===== config.mk =====
export PLATFORM = sky130hd
export DESIGN_NAME = pcc_clock_ctrl
export DESIGN_NICKNAME = d
export VERILOG_FILES = /design/src/core/pcc_pkg.sv /design/src/core/pcc_clock_ctrl.sv
export SDC_FILE = /design/constraint.sdc
export NUM_CORES = 1
export LEC_CHECK = 0
export ABC_CLOCK_PERIOD_IN_PS = 2700
export BUFFER_PORTS_ARGS = -buffer_cell sky130_fd_sc_hd__buf_2
export CAP_MARGIN = 20
export CORE_ASPECT_RATIO = 1.5
export CORE_MARGIN = 1
export CORE_UTILIZATION = 54
export DETAILED_ROUTE_END_ITERATION = 8
export PLACE_DENSITY = 0.91
export SLEW_MARGIN = 20
export SYNTH_ARGS = -nofsm -noshare
export SYNTH_HDL_FRONTEND = slang
export SYNTH_SLANG_ARGS = --single-unit

===== constraint.sdc =====
create_clock -name clk_sys -period 2.7 [get_ports clk_sys]
set_clock_uncertainty 0.2 [all_clocks]
set_input_delay 0.27 -clock clk_sys [delete_from_list [all_inputs] [get_ports clk_sys]]
set_output_delay 0.27 -clock clk_sys [all_outputs]
set_load 0.01 [all_outputs]

===== src/core/pcc_pkg.sv =====
// constants, field layouts and state types of the clock control block
// assumes one 200 MHz system clock and tick inputs synchronous to it

package pcc_pkg;

	// ---------------------------------------------------------------
	// register map, byte addresses
	// ---------------------------------------------------------------
	localparam logic [3:0] PCC_OFS_CTRL = 4'h0;
	localparam logic [3:0] PCC_OFS_CNT  = 4'h4;
	localparam logic [3:0] PCC_OFS_STAT = 4'h8;

	// ---------------------------------------------------------------
	// counter values
	// ---------------------------------------------------------------
	localparam logic [7:0] PCC_PRE_LOAD = 8'hff;
	localparam logic [7:0] PCC_TMR_LOAD = 8'h01;
	localparam logic [3:0] PCC_OSC_LAST = 4'hf;

	// ---------------------------------------------------------------
	// types
	// ---------------------------------------------------------------
	typedef enum logic [1:0] {
		PCC_RUN,
		PCC_WAIT,
		PCC_STOP,
		PCC_REL
	} pcc_mode_t;

	// control register, bit 0 at the bottom of the list
	typedef struct packed {
		logic [1:0] pll_mode;
		logic       stab_sel;
		logic [1:0] sys_div;
		logic [1:0] usb_div;
		logic       sys_sel;
		logic       syn_src;
		logic       usb_sel;
		logic       pll_en;
	} pcc_cfg_t;

	localparam pcc_cfg_t PCC_CFG_RST = '0;

	typedef struct packed {
		pcc_cfg_t    cfg;
		logic        act_sel;
		logic [1:0]  act_div;
		pcc_mode_t   mode;
		logic        stop_pend;
		logic        wait_pend;
		logic        cpu_clk;
		logic        osc_on;
		logic [3:0]  half_cnt;
		logic [3:0]  syn_cnt;
		logic        syn_tick;
		logic        usb_tick;
		logic [3:0]  osc_cnt;
		logic [7:0]  pre;
		logic [7:0]  tmr;
		logic        ack;
		logic [31:0] rdata;
	} pcc_st_t;

	localparam pcc_st_t PCC_ST_RST = '{
		cfg:       PCC_CFG_RST,
		act_sel:   1'b0,
		act_div:   2'h0,
		mode:      PCC_RUN,
		stop_pend: 1'b0,
		wait_pend: 1'b0,
		cpu_clk:   1'b1,
		osc_on:    1'b1,
		half_cnt:  4'h0,
		syn_cnt:   4'h0,
		syn_tick:  1'b0,
		usb_tick:  1'b0,
		osc_cnt:   4'h0,
		pre:       PCC_PRE_LOAD,
		tmr:       PCC_TMR_LOAD,
		ack:       1'b0,
		rdata:     32'h0000_0000
	};

endpackage


===== src/core/pcc_clock_ctrl.sv =====
// clock control: synthesizer control, clock selection and division,
// stop and wait low power states, wake timing after stop
// assumes ref_tick and vco_tick are one-cycle pulses, one per source
// clock period, synchronous to clk_sys; registers over avalon-mm

`timescale 1ns/1ps
`default_nettype none

module pcc_clock_ctrl
	import pcc_pkg::*;
(
	input  wire logic        clk_sys,
	input  wire logic        rst_n,
	// avalon-mm slave
	input  wire logic [3:0]  address,
	input  wire logic        read,
	input  wire logic        write,
	input  wire logic [3:0]  byteenable,
	input  wire logic [31:0] writedata,
	output logic [31:0]      readdata,
	output logic             waitrequest,
	// clock sources
	input  wire logic        ref_tick,
	input  wire logic        vco_tick,
	// cpu side
	input  wire logic        stop_instr,
	input  wire logic        wait_instr,
	input  wire logic        ext_irq,
	input  wire logic        irq_accept,
	// clock outputs
	output logic             pll_run,
	output logic [1:0]       pll_mode,
	output logic             osc_run,
	output logic             usb_clk,
	output logic             syn_clk,
	output logic             cpu_clk
);

	// ---------------------------------------------------------------
	// ratio tables
	// ---------------------------------------------------------------

	// last count of the synthesized divider: ratios 4, 6, 8, 8
	function automatic logic [3:0] usb_last_f(input logic [1:0] sel);
		logic [3:0] r;
		r = 4'h7;
		unique case (sel)
			2'h0: r = 4'h3;
			2'h1: r = 4'h5;
			2'h2: r = 4'h7;
			2'h3: r = 4'h7;
		endcase
		return r;
	endfunction

	// last count of a cpu half period: ratios 2, 4, 8, 16
	function automatic logic [3:0] sys_last_f(input logic [1:0] sel);
		logic [3:0] r;
		r = 4'h0;
		unique case (sel)
			2'h0: r = 4'h0;
			2'h1: r = 4'h1;
			2'h2: r = 4'h3;
			2'h3: r = 4'h7;
		endcase
		return r;
	endfunction

	// ---------------------------------------------------------------
	// state
	// ---------------------------------------------------------------
	pcc_st_t    q;
	pcc_st_t    d;
	logic       req;
	logic       vco_ok;
	logic       ref_ok;
	logic       usb_src;
	logic       syn_src;
	logic       sys_tick;
	logic [10:0] cfg_bits;

	assign req     = read | write;
	assign vco_ok  = vco_tick & q.cfg.pll_en;
	assign ref_ok  = ref_tick & q.osc_on;
	assign usb_src = q.cfg.usb_sel ? vco_ok : ref_ok;
	assign syn_src = q.cfg.syn_src ? vco_ok : ref_ok;
	assign sys_tick = q.act_sel ? q.syn_tick : ref_ok;

	// ---------------------------------------------------------------
	// next state
	// ---------------------------------------------------------------
	always_comb begin
		d = q;
		cfg_bits = q.cfg;
		d.syn_tick = 1'b0;
		d.usb_tick = usb_src;

		// bus: one wait cycle, then answer
		d.ack = req & ~q.ack;
		if (req && !q.ack) begin
			d.rdata = 32'h0000_0000;
			if (address == PCC_OFS_CTRL) begin
				d.rdata[10:0] = q.cfg;
			end else if (address == PCC_OFS_CNT) begin
				d.rdata[15:0] = {q.tmr, q.pre};
			end else if (address == PCC_OFS_STAT) begin
				d.rdata[6:0] = {q.act_div, q.act_sel, q.osc_on,
					q.cpu_clk, q.mode};
			end
		end
		if (write && q.ack) begin
			if (address == PCC_OFS_CTRL) begin
				if (byteenable[0]) begin
					cfg_bits[7:0] = writedata[7:0];
				end
				if (byteenable[1]) begin
					cfg_bits[10:8] = writedata[10:8];
				end
				d.cfg = cfg_bits;
			end else if (address == PCC_OFS_CNT) begin
				// software preload for the settle time
				if (byteenable[0]) begin
					d.pre = writedata[7:0];
				end
				if (byteenable[1]) begin
					d.tmr = writedata[15:8];
				end
			end
		end

		// synthesized clock divider
		if (syn_src) begin
			if (q.syn_cnt >= usb_last_f(q.cfg.usb_div)) begin
				d.syn_cnt = 4'h0;
				d.syn_tick = 1'b1;
			end else begin
				d.syn_cnt = q.syn_cnt + 4'h1;
			end
		end

		// low power state machine and cpu clock
		unique case (q.mode)
			PCC_RUN: begin
				if (stop_instr) begin
					d.stop_pend = 1'b1;
				end
				if (wait_instr) begin
					d.wait_pend = 1'b1;
				end
				if (sys_tick) begin
					if (q.half_cnt >= sys_last_f(q.act_div)) begin
						d.half_cnt = 4'h0;
						d.cpu_clk = ~q.cpu_clk;
						if (!q.cpu_clk) begin
							// rising edge closes a full period
							d.act_sel = q.cfg.sys_sel;
							d.act_div = q.cfg.sys_div;
							if (d.stop_pend) begin
								d.mode = PCC_STOP;
								d.stop_pend = 1'b0;
								d.wait_pend = 1'b0;
								if (!q.cfg.stab_sel) begin
									d.pre = PCC_PRE_LOAD;
									d.tmr = PCC_TMR_LOAD;
								end
							end else if (d.wait_pend) begin
								d.mode = PCC_WAIT;
								d.wait_pend = 1'b0;
							end
						end
					end else begin
						d.half_cnt = q.half_cnt + 4'h1;
					end
				end
			end
			PCC_WAIT: begin
				// oscillator keeps running, clock held high
				if (irq_accept) begin
					d.mode = PCC_RUN;
					d.half_cnt = 4'h0;
				end
			end
			PCC_STOP: begin
				if (ext_irq) begin
					d.mode = PCC_REL;
					d.osc_cnt = 4'h0;
				end
			end
			PCC_REL: begin
				// prescaler fed by the raw clock over 16
				if (ref_ok) begin
					d.osc_cnt = q.osc_cnt + 4'h1;
					if (q.osc_cnt == PCC_OSC_LAST) begin
						if (q.pre == 8'h00) begin
							d.pre = PCC_PRE_LOAD;
							d.tmr = q.tmr - 8'h01;
							if (q.tmr == 8'h00) begin
								d.mode = PCC_RUN;
								d.half_cnt = 4'h0;
							end
						end else begin
							d.pre = q.pre - 8'h01;
						end
					end
				end
			end
		endcase

		d.osc_on = (d.mode != PCC_STOP);
	end

	// ---------------------------------------------------------------
	// registers
	// ---------------------------------------------------------------
	always_ff @(posedge clk_sys) begin
		if (!rst_n) begin
			q <= PCC_ST_RST;
		end else begin
			q <= d;
		end
	end

	// ---------------------------------------------------------------
	// outputs
	// ---------------------------------------------------------------
	assign waitrequest = req & ~q.ack;
	assign readdata    = q.rdata;
	assign pll_run     = q.cfg.pll_en;
	assign pll_mode    = q.cfg.pll_mode;
	assign osc_run     = q.osc_on;
	assign usb_clk     = q.usb_tick;
	assign syn_clk     = q.syn_tick;
	assign cpu_clk     = q.cpu_clk;

endmodule

`default_nettype wire


Word level (Yosys, flattened, before mapping)
Index checks and enable logic that the tools add are counted.
- reduce and logical (&&, ||, !) cells: 19
- eq/ne operators: 20
- order comparisons: 2
- add/sub/neg operators: 5
- bitwise operators: 6
- multiplexer cells: 56
- operators with widths (operator ; count):
    $mux 16 ; 9
    $mux 4 ; 13
    $mux 8 ; 4
    $pmux 16 s2 ; 1
    $pmux 4 s3 ; 2
    $mux 20 ; 1
    $logic_not 8->1 ; 2
    $mux 2 ; 8
    $ne 2x2->1 const B ; 8
    $pmux 4 s4 ; 1
    $sub 8x1->8 const B ; 2
    $mux 5 ; 3
    $mux 7 ; 2
    $add 4x1->4 const B ; 3
    $eq 2x2->1 const B ; 6
    $reduce_and 3->1 ; 4
    $mux 11 ; 1
    $mux 9 ; 1
    $eq 4x4->1 const B ; 2
    $ge 4x4->1 ; 2
    $mux 1 ; 8
    $pmux 2 s4 ; 1
    $pmux 4 s2 ; 1
    $reduce_and 7->1 ; 1
    14 further kinds ; 22
- logic and storage cells: 132
- input bits: 50
- register bits: 67
- output and inout bits: 40

Logic depth before layout (Yosys ltp)
Gate-level depths: netlist of run 1.
- depth in word-level cells: 10
- gate-level depth with buffers: 8
- mapped depth without buffers: 7

Worst setup path after synthesis of run 1
No wires, ideal clock.
- path type: register to register
- start point: register q[69] (netlist bit)
- end point: register q[47] (netlist bit)
- setup slack: 0.341 ns
- arrival: 2.080 ns
- library setup time: 0.079 ns
- cell stages (with the launch flop): 8
- required time: 2.421 ns
- clock period less this slack: 2.359 ns
- buffers on the path: 0
- path through: dfxtp_1 -> or2_2 -> ha_1 -> nor2b_1 -> o21ai_1 -> nand3_1 -> o311a_1 -> a211oi_2
- word-level cells in the longest chain between the ends: 8
- elaborated cells on any way between the ends: 11
- classes of those cells: order compare (1); eq/ne (3); mux (6); reduce/logical (1)
- ends and longest elaborated chain (item ; line ; text):
    from (decl) ; pcc_clock_ctrl.sv:72 ; pcc_st_t q;
    from (signal assigned) ; pcc_clock_ctrl.sv:217 ; q <= PCC_ST_RST;
    from (signal assigned) ; pcc_clock_ctrl.sv:219 ; q <= d;
    $eq 2x2->1 (tied with other cells) ; pcc_clock_ctrl.sv:60 ; unique case (sel)
    $pmux 4 s4 * ; pcc_clock_ctrl.sv:60 ;
    $mux 4 * ; pcc_clock_ctrl.sv:150 ; if (sys_tick) begin
    $mux 4 * ; pcc_clock_ctrl.sv:142 ; unique case (q.mode)
    $ge 4x4->1 * ; pcc_clock_ctrl.sv:151 ; if (q.half_cnt >= sys_last_f(q.act_div)) begin
    $mux 16 * ; pcc_clock_ctrl.sv:151 ;
    $mux 16 * ; pcc_clock_ctrl.sv:150 ;
    $pmux 16 s2 * ; pcc_clock_ctrl.sv:142 ;
Mark *: on every way between the ends. The rest lies on a longest branch, timed or not. The select of a mux whose other input is x is not followed.
A chain may end at the register's enable or synchronous reset.

Final worst setup path of run 1
- start point: register q[68] (netlist bit)
- end point: register q[43] (netlist bit)
- word-level cells in the longest chain between the ends: 2
- elaborated cells on any way between the ends: 3
- classes of those cells: eq/ne (1); mux (1); reduce/logical (1)
- ends and longest elaborated chain (item ; line):
    $eq 2x2->1 / $logic_not 2->1 (equally long branches) ; pcc_clock_ctrl.sv:142
    $pmux 16 s2 * ; pcc_clock_ctrl.sv:142
Mark *: on every way between the ends. The rest lies on a longest branch, timed or not.

==> results of run 1 <==
layer usage:
metal  vias up  wire length [µm]  GRT usage  share of wire
met5         -                 0          0              0
met4         0               584      0.175          0.053
met3        71               871     0.0771          0.080
met2       247              5490      0.511           0.50
met1      1820              3970      0.310           0.36
li1       1775                 -          -              -
how the worst max path moves through the flow:
stage	startpoint	end	slack [ps]	cells after the start
final	q[68]	q[43]	120	6
after global routing	q[69]	q[33]	70	8
after CTS	q[70]	q[39]	60	7
after detailed placement	q[70]	q[39]	70	7
after global placement	q[69]	q[35]	210	7
after floorplan	q[69]	q[47]	340	7
cell usage in the layout (no fill, tap or decap), types with 5 or more instances in the layout:
cell type | netlist | layout
nand3_1 | 14 | 14
a221o_1 | 6 | 6
o21ai_0 | 28 | 28
inv_1 | 12 | 12
buf_2 | 1 | 55
ha_1 | 17 | 17
nor2b_1 | 6 | 6
clkbuf_8 | 0 | 11
mux2i_1 | 19 | 19
a22oi_1 | 7 | 7
a21o_1 | 7 | 7
conb_1 | 1 | 16
or2_2 | 5 | 5
nand2b_1 | 8 | 8
dlygate4sd3_1 | 0 | 16
or3_1 | 6 | 6
a211oi_1 | 6 | 5
buf_4 | 35 | 7
nor3_1 | 15 | 15
nand2_1 | 37 | 37
a21oi_1 | 24 | 24
a221oi_1 | 5 | 5
dfxtp_1 | 67 | 67
xnor2_1 | 6 | 6
nor2_1 | 57 | 57
area by class of cell:
| cell class | instances | area, µm² | area share |
|---|---|---|---|
| tap | 78 | 97.6 | 0.0217 |
| timing repair buffer | 78 | 488 | 0.108 |
| clock buffer | 11 | 151 | 0.0337 |
| multi-input combinational | 359 | 2280 | 0.508 |
| clock inverter | 5 | 83.8 | 0.0186 |
| sequential | 67 | 1340 | 0.298 |
| inverter | 14 | 52.6 | 0.0117 |
cell families (layout without fill, tap and decap cells):
family | Yosys count | in the layout | synth area share
fa+ha+maj | 17 | 17 | 0.0540
mux | 19 | 19 | 0.0483
xor+xnor | 10 | 10 | 0.0222
flops | 67 | 67 | 0.340
compound gates | 124 | 124 | 0.217
other cells | 1 | 16 | 0.000951
buf+inv | 65 | 108 | 0.0959
simple gates | 173 | 173 | 0.221
power by group through the flow:
| stage | logic (mW) | registers (mW) | clock network, mW |
|---|---|---|---|
| final | 1.06 | 1.28 | 0.985 |
| after global routing | 1.16 | 1.29 | 1.04 |
| after CTS | 1.02 | 1.26 | 0.980 |
| after detailed placement | 0.990 | 1.28 | 0 |
| after global placement | 0.948 | 1.28 | 0 |
| after floorplan | 0.785 | 1.23 | 0 |
per-stage QoR:
stage               area, µm²  total power [mW]
floorplan                4000              2.01
global placement         4100              2.22
detailed placement       4100              2.27
CTS                      4490              3.26
global route             4500              3.48
finish                   4500              3.32
timing repair:
item	4_1_cts	5_1_grt
gates resized for setup	0	1
hold buffers	16	0
setup endpoints to repair	0	6
endpoints found under the hold margin	16	0
state kept, by name, indices dropped and copies added, names as in the netlist:
signal,cells
syn_clk,1
osc_run,1
cpu_clk,1
q,44
pll_mode,2
readdata,16
pll_run,1
usb_clk,1
worst max-delay path, stage by stage (launching register included):
cell and delay, ps:
dfxtp_1 490, ha_1 370, nand3_1 260, or3_1 500, o21ai_0 370, a221oi_1 160, o21ai_0 170
==> impl_metrics.ini, run 1 <==
[status]
outcome = completed

[die]
fp.dieW_um = 71.8
die_area_um2 = 7650
initial_utilization = 0.568
core_region_area_um2 = 6940
die_h_um = 107
io_pins = 90
core.rowCount = 37

[final_layout]
final_util = 0.648
antenna_cells = 0
nets = 596
fillers = 565
area_growth_syn_to_layout_pct = 14.1
final_cells = 612
drive_above_1_share = 0.174

[drt]
drc = 0
wl_um = 10900
viasPerCell = 6.39
drtAntennaViolNets = 0
vias = 3913
dr.pass1.iters = 6
wl_per_cell_um = 17.8
drt_iter0_drc = 417

[critical_path]
r2r_cells = 6
critical_path_class = register to register
timing.rr.end = q[43]
crit_required_ps = 2790
worstSetupEndpointType = register
crit_arrival_ps = 2670
reg2reg_from = q[68]
worst-path-max-fanout = 8
ff2ff_setup_slack_ps = 120
critPathLaunchType = register

[synthesis]
ys_warn_count = 0
synthFlopType = dfxtp_1
syn_area_um2 = 3940
postSynthCellCount = 476
synth_area_leaders = dfxtp_1, buf_4, nor2_1
synth-seq-area-share = 0.340
ys_types = 65
yosys.cell_count.top_type = dfxtp_1
synth_edf_count = 0
synthTopCellsByCount = dfxtp_1, nor2_1, nand2_1
syn_area_per_cell_um2 = 8.28
synthDominantCellAreaShare = 0.340
async_flop_share = 0
synth-seq-cells = 67
yosysTopAreaCell = dfxtp_1

[worst_hold_path]
worstHoldStart = writedata[7]
min_path_type = input port to register
hold-path-cell-count = 3
hold_end = q[79]

[sta]
max_clock_freq_mhz = 387
finalSetupViolations = 0
hold_violations = 0
period_minus_slack_ps = 2580
holdWs_ps = 49.8
worst_pin_slew_ps = 726
layout_setup_ws_ps = 119
fin_crit_sh = 0.956
fin_tns_setup_ps = 0
slew_viol_final = 0
rsz0062_at_grt = false
slew_headroom = 0.511

[place]
post-place-cells = 580
gp_congestion = 0.918
post-place-ws_ps = 68.1
numPortBuffers = 55
dpl.hpwl_um = 7420

[clocking]
cts_setup_buffers = 0
cts.path.max_buffers = 2
path_clk_slew_ps = 80
clk_latency_ps = 360
cts_buffers = 9
root_buffer = clkbuf_8
cts_sinks = 67
cts_tree = done
htree_num_levels = 3

[pwr]
p_leak_nw = 1.87
internal_power_mw = 2.12
power.share.clock = 0.296
comb_power_share = 0.318
power_density_nw_per_um2 = 739
p_switching_mw = 1.20
sw_frac_of_total = 0.362
power.share.sequential = 0.385
ir_worst_vdd_mv = 0.312

[global_routing]
grt_pass1_wl_um = 17400
grt_max_degree = 26
overflow = 0
grt_pass1_vias = 3701
grt.total_usage = 0.293
antenna_found_initial = 0

[job]
maxCapViolCount = 0
Note: power is estimated with default switching activity, not from simulation.
==> run 2: changes to the inputs <==
Settings changed: BUFFER_PORTS_ARGS -buffer_cell sky130_fd_sc_hd__buf_2 to -buffer_cell sky130_fd_sc_hd__clkbuf_2, SKIP_LAST_GASP set to 1.
==> run 2 against run 1 <==
Compared with the run above:
- the run now ends with negative hold slack left
- global-route usage decreased by 0.45 points
- critical path depth increased by 1
- sequential share of layout area increased by 0.20 points
- clock power decreased by 16%
- utilization decreased by 0.43 points
- critical path type unchanged
- critical endpoint is now q[40]
- largest power group unchanged
==> impl_metrics.ini, run 2 (synthesized netlist as in run 1, its figures left out) <==
[status]
outcome = finished, violations left
violations = negative hold slack

[die]
initial_utilization = 0.568
io_pins = 90
core_region_area_um2 = 6940
core.rowCount = 37
die_area_um2 = 7650
die_h_um = 107
fp.dieW_um = 71.8

[pwr]
p_total_mw = 3.17
sw_frac_of_total = 0.379
comb_power_share = 0.336
internal_power_mw = 1.97
power.share.sequential = 0.403
p_switching_mw = 1.20
power_density_nw_per_um2 = 710
power.share.clock = 0.262
ir_worst_vdd_mv = 0.328
p_leak_nw = 1.86

[place]
place_area_um2 = 4110
post-place-cells = 581
gp_congestion = 0.886
dpl.hpwl_um = 7540
numPortBuffers = 55

[critical_path]
critPathMaxStageDelay_ps = 400
ff2ff_setup_slack_ps = 220
reg2reg_from = q[70]
crit_arrival_ps = 2530
path_cells = or2_2 > ha_1 > nor2b_1 > o21a_1 > o31ai_2 > a21oi_2 > a221o_1
crit_start = q[70]
critical_path_class = register to register
cp_slowest_cell = a221o_1
critPathLaunchType = register
worst-path-max-fanout = 6
r2r_cells = 7
worstSetupEndpointType = register
timing.rr.end = q[40]
crit_required_ps = 2750
setup.worst_path.end = q[40]

[final_layout]
regMostFlops = q
fillers = 547
largest_reg_flops = 44
multi_input_area_um2 = 2290
final_util = 0.643
seq_area_um2 = 1340
final_cells = 613
final_common_cell = dfxtp_1
area_growth_syn_to_layout_pct = 13.4
final_area_um2 = 4470
layout_common_cells = dfxtp_1, nor2_1, clkbuf_2
nets = 597
antenna_cells = 0
drive_above_1_share = 0.178

[clocking]
root_buffer = clkbuf_8
path_clk_slew_ps = 70
cts_tree = done
cts_setup_buffers = 0
htree_num_levels = 3
cts.path.max_buffers = 2
cts_buffers = 9
cts_sinks = 67
clk_latency_ps = 360

[sta]
finalSetupViolations = 0
worst_pin_slew_ps = 675
max_clock_freq_mhz = 403
hold_violations = 1
period_minus_slack_ps = 2480
rsz0062_at_grt = false
slew_headroom = 0.546
holdWs_ps = -0.120
fin_tns_setup_ps = 0
fin_crit_sh = 0.919
slew_viol_final = 0

[global_routing]
grt_pass1_vias = 3823
overflow = 0
antenna_found_initial = 0
grt_pass1_wl_um = 17200
grt_max_degree = 35
grt.total_usage = 0.288

[drt]
drt_iter0_drc = 368
viasPerCell = 6.33
dr.pass1.iters = 6
wl_per_cell_um = 17.5
vias = 3878
wl_um = 10700
drtAntennaViolNets = 0
drc = 0

[job]
maxCapViolCount = 0

[worst_hold_path]
worstHoldStart = writedata[7]
min_path_type = input port to register
==> run 2: changes by cell type in the layout (fill, tap and decap cells not counted), sizes merged <==
cell	delta
buf	-54
bufinv	-1
clkbuf	+53
clkinv	+4
inv	-1
==> run 2: worst min-delay path by stage <==
| stage | to | depth (start not counted) | slack [ps] |
|---|---|---|---|
| floorplan | pll_mode[0] | 2 | 210 |
| global placement | readdata[3] | 2 | 240 |
| detailed placement | readdata[6] | 2 | 250 |
| CTS | q[79] | 3 | 5 |
| global route | pll_run | 3 | 40 |
| finish | q[79] | 3 | -0.1 |
==> run 2: routing by layer <==
layer | track usage | part of all wire | routed length, µm
met1 | 0.308 | 0.37 | 3950
met2 | 0.514 | 0.52 | 5540
met3 | 0.0376 | 0.071 | 761
met4 | 0.202 | 0.042 | 446
met5 | 0 | 0 | 0
==> run 2: critical path: cells and delay by family (launching register included) <==
family | cells | cell delay [ps]
AOI/OAI and AO/OA | 4 | 1180
DFF | 1 | 360
and+or+nand+nor | 2 | 350
adders and majority gates | 1 | 280
==> run 2: power groups by stage <==
| stage | registers [mW] | logic (mW) | clock network [mW] |
|---|---|---|---|
| 2_1_floorplan | 1.23 | 0.785 | 0 |
| 3_5_place_dp | 1.29 | 0.990 | 0 |
| 5_1_grt | 1.29 | 1.16 | 0.864 |
| 3_3_place_gp | 1.28 | 0.948 | 0 |
| 4_1_cts | 1.27 | 1.03 | 0.826 |
| 6_report | 1.28 | 1.07 | 0.831 |
==> run 2: repair_timing <==
item	4_1_cts	5_1_grt
gates resized for setup	0	2
hold buffers	16	0
endpoints found under the setup margin	0	6
endpoints found under the hold margin	17	0
==> run 2: through the flow <==
stage                     setup WS [ps]  hold WS [ps]
after global routing                122          39.3
after floorplan                     341           206
after CTS                          87.4          4.65
after global placement              229           239
final                               219        -0.120
after detailed placement            108           247
==> run 2: final cells by class <==
cell class / instances / share of cell area
clock inverters: 7 / 0.0154
inverters: 14 / 0.0118
multi-input cells: 359 / 0.512
well taps: 78 / 0.0218
flip-flops and latches: 67 / 0.300
repair buffers: 79 / 0.111
clock buffers: 9 / 0.0277
==> run 3: changes to the inputs <==
Settings changed: CAP_MARGIN 20 to unset, CORE_MARGIN 1 to 4.
==> run 3 against run 2 <==
Compared with the run above:
- clock-buffer cell count increased by 3
- utilization increased by 0.27 points
- hold slack improved by 29 ps
- cell count increased by 2.9%
- setup slack got worse by 48 ps
- first-iteration DRC count decreased by 7.6%
- the flow now finishes without violations
- sequential power about the same
- die area increased by 14%
- global-route usage decreased by 3.1 points
- critical path depth unchanged
- fmax decreased by 1.9%
- non-clock buffer count decreased by 1
==> impl_metrics.ini, run 3 (synthesized netlist as in run 1, its figures left out) <==
[sta]
fin_crit_sh = 0.937
rsz0062_at_grt = false
holdWs_ps = 28.8
slew_headroom = 0.555
fin_tns_setup_ps = 0
max_clock_freq_mhz = 395
worst_pin_slew_ps = 663
period_minus_slack_ps = 2530
hold_violations = 0
slew_viol_final = 0
finalSetupViolations = 0

[critical_path]
timing.rr.end = q[37]
worstSetupEndpointType = register
worst-path-max-fanout = 6
crit_arrival_ps = 2580
ff2ff_setup_slack_ps = 170
critPathMaxStageDelay_ps = 440
path_cells = or2_2 > ha_1 > nor2b_1 > o21a_1 > o31ai_2 > a21oi_2 > a221o_1
r2r_cells = 7
critical_path_class = register to register
crit_required_ps = 2750
critPathLaunchType = register
cp_slowest_cell = o31ai_2
reg2reg_from = q[69]

[drt]
dr.pass1.iters = 5
drtAntennaViolNets = 0
vias = 3938
drc = 0
drt_iter0_drc = 340
wl_per_cell_um = 17.6
viasPerCell = 6.24
wl_um = 11100

[clocking]
cts_setup_buffers = 0
cts.path.max_buffers = 2
root_buffer = clkbuf_8
path_clk_slew_ps = 80
clk_latency_ps = 360
htree_num_levels = 3
cts_buffers = 9
cts_tree = done
cts_sinks = 67

[status]
outcome = completed

[final_layout]
area_growth_syn_to_layout_pct = 14.6
final_cells = 631
fillers = 526
nets = 596
regMostFlops = q
drive_above_1_share = 0.176
layout_common_cells = dfxtp_1, nor2_1, clkbuf_2
largest_reg_flops = 44
antenna_cells = 0
final_util = 0.646
final_common_cell = dfxtp_1

[place]
post-place-cells = 600
gp_congestion = 0.935
numPortBuffers = 55
dpl.hpwl_um = 7660

[die]
io_pins = 90
initial_utilization = 0.564
die_area_um2 = 8760
die_h_um = 113
fp.dieW_um = 77.8
core_region_area_um2 = 6990
core.rowCount = 37

[worst_hold_path]
hold-path-cell-count = 3
worstHoldStart = writedata[3]
hold_end = q[75]
min_path_type = input port to register

[pwr]
power_density_nw_per_um2 = 735
ir_worst_vdd_mv = 0.492
p_leak_nw = 1.87

[global_routing]
grt_use_met3 = 0.0586
met1_usage = 0.271
overflow = 0
grt.total_usage = 0.257
grt_pass1_vias = 3845
gr-usage-met2 = 0.442
antenna_found_initial = 0
grt_max_degree = 34
top_usage_layer = met2
grt_pass1_wl_um = 18000

[job]
maxCapViolCount = 0
-- run 3: power breakdown --
group / switching [mW] / internal [mW]
clock: 0.396 / 0.569
combinational: 0.624 / 0.447
sequential: 0.182 / 1.10
total: 1.20 / 2.12
-- run 3: layer usage --
layer / wire length [µm] / vias up
li1: - / 1775
met2: 5660 / 258
met4: 635 / 0
met5: 0 / -
met1: 3830 / 1839
met3: 984 / 66
-- run 3: what timing repair did --
action,4_1_cts,5_1_grt
resized for setup,0,2
hold buffers,15,0
hold endpoints to repair,16,0
endpoints found under the setup margin,0,6
-- run 3: worst max path at each step --
stage          startpoint  endpoint  slack, ps  cells past startpoint
2_1_floorplan       q[69]     q[47]        340                      7
3_3_place_gp        q[69]     q[35]        220                      7
3_5_place_dp        q[70]     q[37]         90                      7
4_1_cts             q[70]     q[37]         40                      7
5_1_grt             q[69]     q[40]         30                      7
6_report            q[69]     q[37]        170                      7
-- run 3: stage by stage --
stage	setup slack [ps]	total power, mW	instance area [µm²]
after global routing	29.2	3.48	4520
final	171	3.32	4520
after CTS	38.5	3.27	4510
after detailed placement	94.9	2.28	4130
after global placement	219	2.23	4130
after floorplan	341	2.01	4000
-- run 3: layout make-up --
type,instances,area (µm²),area share
clock buffer,12,155,0.0343
timing repair buffer,78,485,0.107
multi-input combinational,359,2290,0.507
clock inverter,4,72.6,0.0161
inverter,14,52.6,0.0116
tap,97,121,0.0269
sequential,67,1340,0.297
-- run 3: worst max-delay path, delay by kind of cell, from the launching register on --
kind | cells | cell delay [ps]
compound gates | 4 | 1230
fa+ha+maj | 1 | 280
flops | 1 | 350
simple gates | 2 | 370
